$ cat src/rtl/mbg_pkg.sv
// constants and types for the mode based memory access guard
// assumes one clock domain and a core that holds at most one access open
package mbg_pkg;

   localparam int MBG_AW = 16;
   localparam int MBG_DW = 8;
   localparam int MBG_AREAS = 4;
   localparam int MBG_IDXW = 8;

   // permission nibble: one bit per operation, indexed by the op code
   typedef enum logic [1:0] {
      MBG_OP_READ = 2'h0,
      MBG_OP_WRITE = 2'h1,
      MBG_OP_DELETE = 2'h2,
      MBG_OP_EXEC = 2'h3
   } mbg_op_t;

   typedef enum logic [1:0] {
      MBG_CMD_SET = 2'h0,
      MBG_CMD_DEL = 2'h1,
      MBG_CMD_LOCK = 2'h2,
      MBG_CMD_NOP = 2'h3
   } mbg_cmd_t;

   typedef enum logic [1:0] {
      MBG_ST_IDLE = 2'h0,
      MBG_ST_WAIT = 2'h1
   } mbg_fsm_t;

   typedef struct packed {
      logic valid;
      logic [MBG_AW-1:0] base;
      logic [MBG_AW-1:0] limit;
      logic [3:0] perm_sys;
      logic [3:0] perm_app;
   } mbg_area_t;

   typedef struct packed {
      logic req;
      mbg_op_t op;
      logic [MBG_AW-1:0] addr;
      logic [MBG_DW-1:0] wdata;
   } mbg_acc_t;

   typedef struct packed {
      logic valid;
      logic denied;
      logic [MBG_DW-1:0] rdata;
   } mbg_rsp_t;

   typedef struct packed {
      logic wr;
      mbg_cmd_t cmd;
      logic [MBG_IDXW-1:0] idx;
      mbg_area_t area;
   } mbg_cfg_t;

   // manufacture defaults: area 0 spans all memory, system full rights, application read and execute
   localparam mbg_area_t MBG_RST_AREA0 = '{valid: 1'b1, base: 16'h0000, limit: 16'hFFFF,
                                          perm_sys: 4'hF, perm_app: 4'h9};
   localparam mbg_area_t MBG_RST_AREA_OFF = '{valid: 1'b0, base: 16'h0000, limit: 16'h0000,
                                             perm_sys: 4'h0, perm_app: 4'h0};

endpackage

$ cat src/rtl/mbg_guard.sv
// mode based memory access guard between processor core and memories
// assumes the core waits for a response before the next access and
// that memory answers a forwarded access with mem_ack some cycles later
`timescale 1ns/10ps
`default_nettype none
module mbg_guard import mbg_pkg::*; #(
   parameter int AREAS = MBG_AREAS
) (
   // clock and reset
   input wire logic sys_clk,
   input wire logic rst,
   // core access port
   input wire logic irq_active,
   input wire mbg_acc_t acc,
   output logic acc_ready,
   output mbg_rsp_t rsp,
   output logic violation,
   // core configuration port
   input wire mbg_cfg_t cfg,
   output logic cfg_done,
   output logic cfg_refused,
   output logic cfg_locked,
   // memory side
   output mbg_acc_t mem,
   input wire logic mem_ack,
   input wire logic [MBG_DW-1:0] mem_rdata
);

   typedef struct packed {
      mbg_fsm_t fsm;
      logic acc_ready;
      mbg_rsp_t rsp;
      logic violation;
      logic cfg_done;
      logic cfg_refused;
      logic locked;
      mbg_acc_t mem;
      mbg_area_t [AREAS-1:0] areas;
   } mbg_regs_t;

   mbg_regs_t st_ff;
   mbg_regs_t nxt_st;
   logic grant;

   // one area's verdict for a given mode and operation
   function automatic logic area_allows(mbg_area_t a, logic sys, mbg_op_t op);
      logic [3:0] perm;
      perm = sys ? a.perm_sys : a.perm_app;
      return perm[op];
   endfunction

   function automatic logic area_hit(mbg_area_t a, logic [MBG_AW-1:0] addr);
      return a.valid && (addr >= a.base) && (addr <= a.limit);
   endfunction

   // lowest numbered hitting area decides; an address no area covers is refused,
   // so software keeps the catch-all background in the highest numbered area
   always_comb begin
      grant = 1'b0;
      for (int i = AREAS - 1; i >= 0; i--) begin
         if (area_hit(st_ff.areas[i], acc.addr)) begin
            grant = area_allows(st_ff.areas[i], irq_active, acc.op);
         end
      end
   end

   always_comb begin
      nxt_st = st_ff;
      nxt_st.violation = 1'b0;
      nxt_st.cfg_done = 1'b0;
      nxt_st.cfg_refused = 1'b0;
      nxt_st.rsp.valid = 1'b0;
      case (st_ff.fsm)
         MBG_ST_IDLE: begin
            if (acc.req && st_ff.acc_ready) begin
               if (grant) begin
                  // only a granted access ever reaches the memory
                  nxt_st.mem = acc;
                  nxt_st.mem.req = 1'b1;
                  nxt_st.acc_ready = 1'b0;
                  nxt_st.fsm = MBG_ST_WAIT;
               end else begin
                  nxt_st.rsp.valid = 1'b1;
                  nxt_st.rsp.denied = 1'b1;
                  nxt_st.rsp.rdata = '0;
                  nxt_st.violation = 1'b1;
               end
            end
         end
         MBG_ST_WAIT: begin
            if (mem_ack) begin
               nxt_st.mem = '0;
               nxt_st.rsp.valid = 1'b1;
               nxt_st.rsp.denied = 1'b0;
               nxt_st.rsp.rdata = (st_ff.mem.op == MBG_OP_READ || st_ff.mem.op == MBG_OP_EXEC) ? mem_rdata : '0;
               nxt_st.acc_ready = 1'b1;
               nxt_st.fsm = MBG_ST_IDLE;
            end
         end
         default: begin
            nxt_st.mem = '0;
            nxt_st.acc_ready = 1'b1;
            nxt_st.fsm = MBG_ST_IDLE;
         end
      endcase
      // attribute management; a lock makes the set final until reset
      if (cfg.wr) begin
         if (!irq_active || st_ff.locked || cfg.idx >= MBG_IDXW'(AREAS)) begin
            nxt_st.cfg_refused = 1'b1;
         end else begin
            nxt_st.cfg_done = 1'b1;
            case (cfg.cmd)
               MBG_CMD_SET: nxt_st.areas[cfg.idx] = cfg.area;
               MBG_CMD_DEL: nxt_st.areas[cfg.idx] = MBG_RST_AREA_OFF;
               MBG_CMD_LOCK: nxt_st.locked = 1'b1;
               default: nxt_st.cfg_done = 1'b1;
            endcase
         end
      end
   end

   always_ff @(posedge sys_clk) begin
      if (rst) begin
         st_ff <= '0;
         st_ff.fsm <= MBG_ST_IDLE;
         st_ff.acc_ready <= 1'b1;
         for (int i = 0; i < AREAS; i++) begin
            st_ff.areas[i] <= (i == 0) ? MBG_RST_AREA0 : MBG_RST_AREA_OFF;
         end
      end else begin
         st_ff <= nxt_st;
      end
   end

   assign acc_ready = st_ff.acc_ready;
   assign rsp = st_ff.rsp;
   assign violation = st_ff.violation;
   assign cfg_done = st_ff.cfg_done;
   assign cfg_refused = st_ff.cfg_refused;
   assign cfg_locked = st_ff.locked;
   assign mem = st_ff.mem;

endmodule // mbg_guard
`default_nettype wire

$ cat config.mk
export PLATFORM = sky130hd
export DESIGN_NAME = mbg_guard
export DESIGN_NICKNAME = d
export VERILOG_FILES = /design/src/rtl/mbg_pkg.sv /design/src/rtl/mbg_guard.sv
export SDC_FILE = /design/constraint.sdc
export NUM_CORES = 1
export LEC_CHECK = 0
export ABC_AREA = 1
export BUFFER_PORTS_ARGS = -buffer_cell sky130_fd_sc_hd__buf_2
export CAP_MARGIN = 10
export CORE_ASPECT_RATIO = 0.5
export CORE_MARGIN = 4
export CORE_UTILIZATION = 50
export CTS_CLUSTER_SIZE = 8
export DETAILED_ROUTE_END_ITERATION = 7
export PLACE_DENSITY = 0.72
export SETUP_SLACK_MARGIN = 0.05
export SYNTH_ARGS = -nofsm -noshare
export SYNTH_HDL_FRONTEND = slang
export SYNTH_SLANG_ARGS = --single-unit
$ cat constraint.sdc
create_clock -name sys_clk -period 3.9 [get_ports sys_clk]
set_input_delay 0.195 -clock sys_clk [delete_from_list [all_inputs] [get_ports sys_clk]]
set_output_delay 0.195 -clock sys_clk [all_outputs]
set_load 0.05 [all_outputs]
==> metrics.yaml <==
status: "finished, final reports clean"
ant_nets: 0
cts_buffer_depth: 3
fillers: 2012
synth_seq_area_share_pct: 36.1
syn_area_per_cell_um2: 7.18
synth-warning-count: 0
grt_pass1_vias: 10400
cp.arrival_ns: 3.61
rsz0062_at_grt: "no"
num_vias: 10700
cts_root_buf: "clkbuf_16"
drc: 0
hp-class: "primary input to flip-flop"
end_kind: "flip-flop"
dp_hpwl_um: 22800
cts_tree: "done"
grtUsageTotal_pct: 25.4
tightestPinTransition_ns: 1.24
cts_setup_buffers: 0
power_density_mw_per_mm2: 379
num_rows: 38
final_common_cell: "inv_1"
cts_sinks: 207
postLayoutCoreUtil_pct: 59.0
design.die.area_mm2: 0.0256
crit_path_start: "st_ff[64]"
syn_nets: 1817
overflow: 0
worst-setup-path-type: "flip-flop to flip-flop"
setup_viol: 0
core-area_mm2: 0.0221
layout_min_cycle_time_ns: 3.13
synth.ff_latch_count: 207
routabilityCongestion: 0.918
die_h_um: 115
cp_max_fo: 26
io_buffer_count: 132
numCtsBuffers: 29
most-common-layout-cells: "inv_1 (333), nand2_1 (246), dfxtp_1 (207)"
required_ns: 4.37
layout-drive-gt1-share_pct: 11.0
grt_max_degree: 93
syn_area_mm2: 0.0115
first_iter_violations: 822
fmax_ghz: 0.319
ir_drop_mv: 0.263
synthDistinctLibCells: 33
final-hold-violation-count: 0
n_antenna_cell: 0
post-route-period-util_pct: 80.4
die_w_um: 222
pin_count: 133
p_leak_nw: 5.76
maxSlewViolCount: 0
htreeDepth: 1
synth_cells: 1598
drtPass1Iterations: 5
cp-start-kind: "flip-flop"
grt_pass1_wl_um: 52600
wl_per_cell_um: 16.8
r2r_end: "mem[20]"
path_clk_slew_ns: 0.05
start_util_pct: 51.9
drv_cap: 0
skew_ns: 0.0121
r2r-start: "st_ff[64]"
slew_headroom_pct: 16.9
syn_to_final_growth_pct: 13.8
clock_latency_ns: 0.54
vias_per_cell: 5.41
antenna_found_initial: 1
drt_wl_total_um: 33300
nets: 1907
rrSetupSlack_ns: 0.77
endpoint: "mem[20]"
r2r_cells: 14
tns_ns: 0
layer usage:
layer	vias up	global-route usage, %	share of wire [%]
met5	-	0	0.033
li1	5287	-	-
met4	2	9.00	3.2
met1	4995	32.1	44
met2	378	43.5	45
met3	87	5.54	7.9
synthesized netlist by cell type (all sizes together):
cell type	number	area, µm²
inv	333	1250
nand2	246	923
dfxtp	207	4140
nor2	188	711
o22ai	139	870
ha	128	1600
a21oi	86	430
nand3	63	320
clkbuf	58	218
buf	47	327
o21ai	39	195
o221ai	16	140
nor3	11	70.1
nand4	9	56.3
nor4	5	46.3
a21o	4	30.0
o21a	4	30.0
o21bai	4	30.0
clkinv	2	7.51
o211ai	2	15.0
or2	2	12.5
a21boi	1	7.51
a31oi	1	6.26
a32o	1	10.0
or3	1	6.26
xor2	1	8.76
kinds of logic after synthesis:
family | synth area share (%)
AO/OA/AOI/OAI | 15.4
XOR/XNOR | 0.0764
adder cells (fa/ha/maj) | 14.0
buffers and inverters | 15.7
flip-flops | 36.1
AND/OR/NAND/NOR | 18.7
report_power, final:
group          internal, mW  leakage [nW]  switching, mW  total [mW]
sequential             2.15          1.67         0.0190        2.17
combinational         0.185          3.73          0.433       0.618
clock                  1.29         0.359          0.873        2.16
total                  3.63          5.76           1.33        4.95
layout make-up:
cell class                 instances  area, µm²  share of cell area (%)
multi-input combinational        951       5560                    42.6
sequential                       207       4140                    31.7
inverter                         335       1260                    9.63
timing repair buffer             164        982                    7.52
clock buffer                      30        729                    5.59
tap                              300        375                    2.88
metrics by stage:
stage / hold WS [ns] / instance area, µm² / power, mW / std cells / setup slack (ns)
5_1_grt: 0.0125 / 13100 / 5.15 / 1987 / 0.524
2_1_floorplan: 0.298 / 11500 / 2.63 / 1598 / 1.81
4_1_cts: 0.00290 / 13000 / 4.98 / 1985 / 0.834
6_report: 0.0226 / 13100 / 4.95 / 1987 / 0.765
3_3_place_gp: 0.385 / 12100 / 2.79 / 1935 / 0.827
3_5_place_dp: 0.392 / 12100 / 2.80 / 1935 / 0.738
worst max-delay path: stages, from the launching register on:
cell and delay (ns):
dfxtp_1 0.31, inv_1 0.05, ha_1 0.29, nand2_1 0.09, nor4_1 0.51, nand3_1 0.18, nand2_1 0.19, nand4_1 0.10
nand2_1 0.08, inv_1 0.04, nand2_1 0.07, nand3_1 0.10, nor2_2 0.81, nand2_1 0.13, nand2_1 0.11
how the worst min path moves through the flow:
stage / startpoint / endpoint / slack, ns / cells after the start
CTS: cfg[7] / st_ff[7] / 0.003 / 3
floorplan: acc[0] / mem[0] / 0.30 / 2
finish: cfg[3] / st_ff[3] / 0.02 / 3
detailed placement: acc[4] / mem[4] / 0.39 / 3
global route: acc[24] / mem[24] / 0.01 / 3
global placement: acc[4] / mem[4] / 0.38 / 3
timing repair:
action / 4_1_cts / 5_1_grt
endpoints found under the hold margin: 21 / 0
gates resized for setup: 0 / 0
hold buffers: 20 / 0
flip-flops by register name (all words and copies together) (netlist names):
name / count
cfg_refused: 1
cfg_done: 1
violation: 1
mem: 27
acc_ready: 1
st_ff: 165
cfg_locked: 1
rsp: 10
Note: power is estimated with default switching activity, not from simulation.
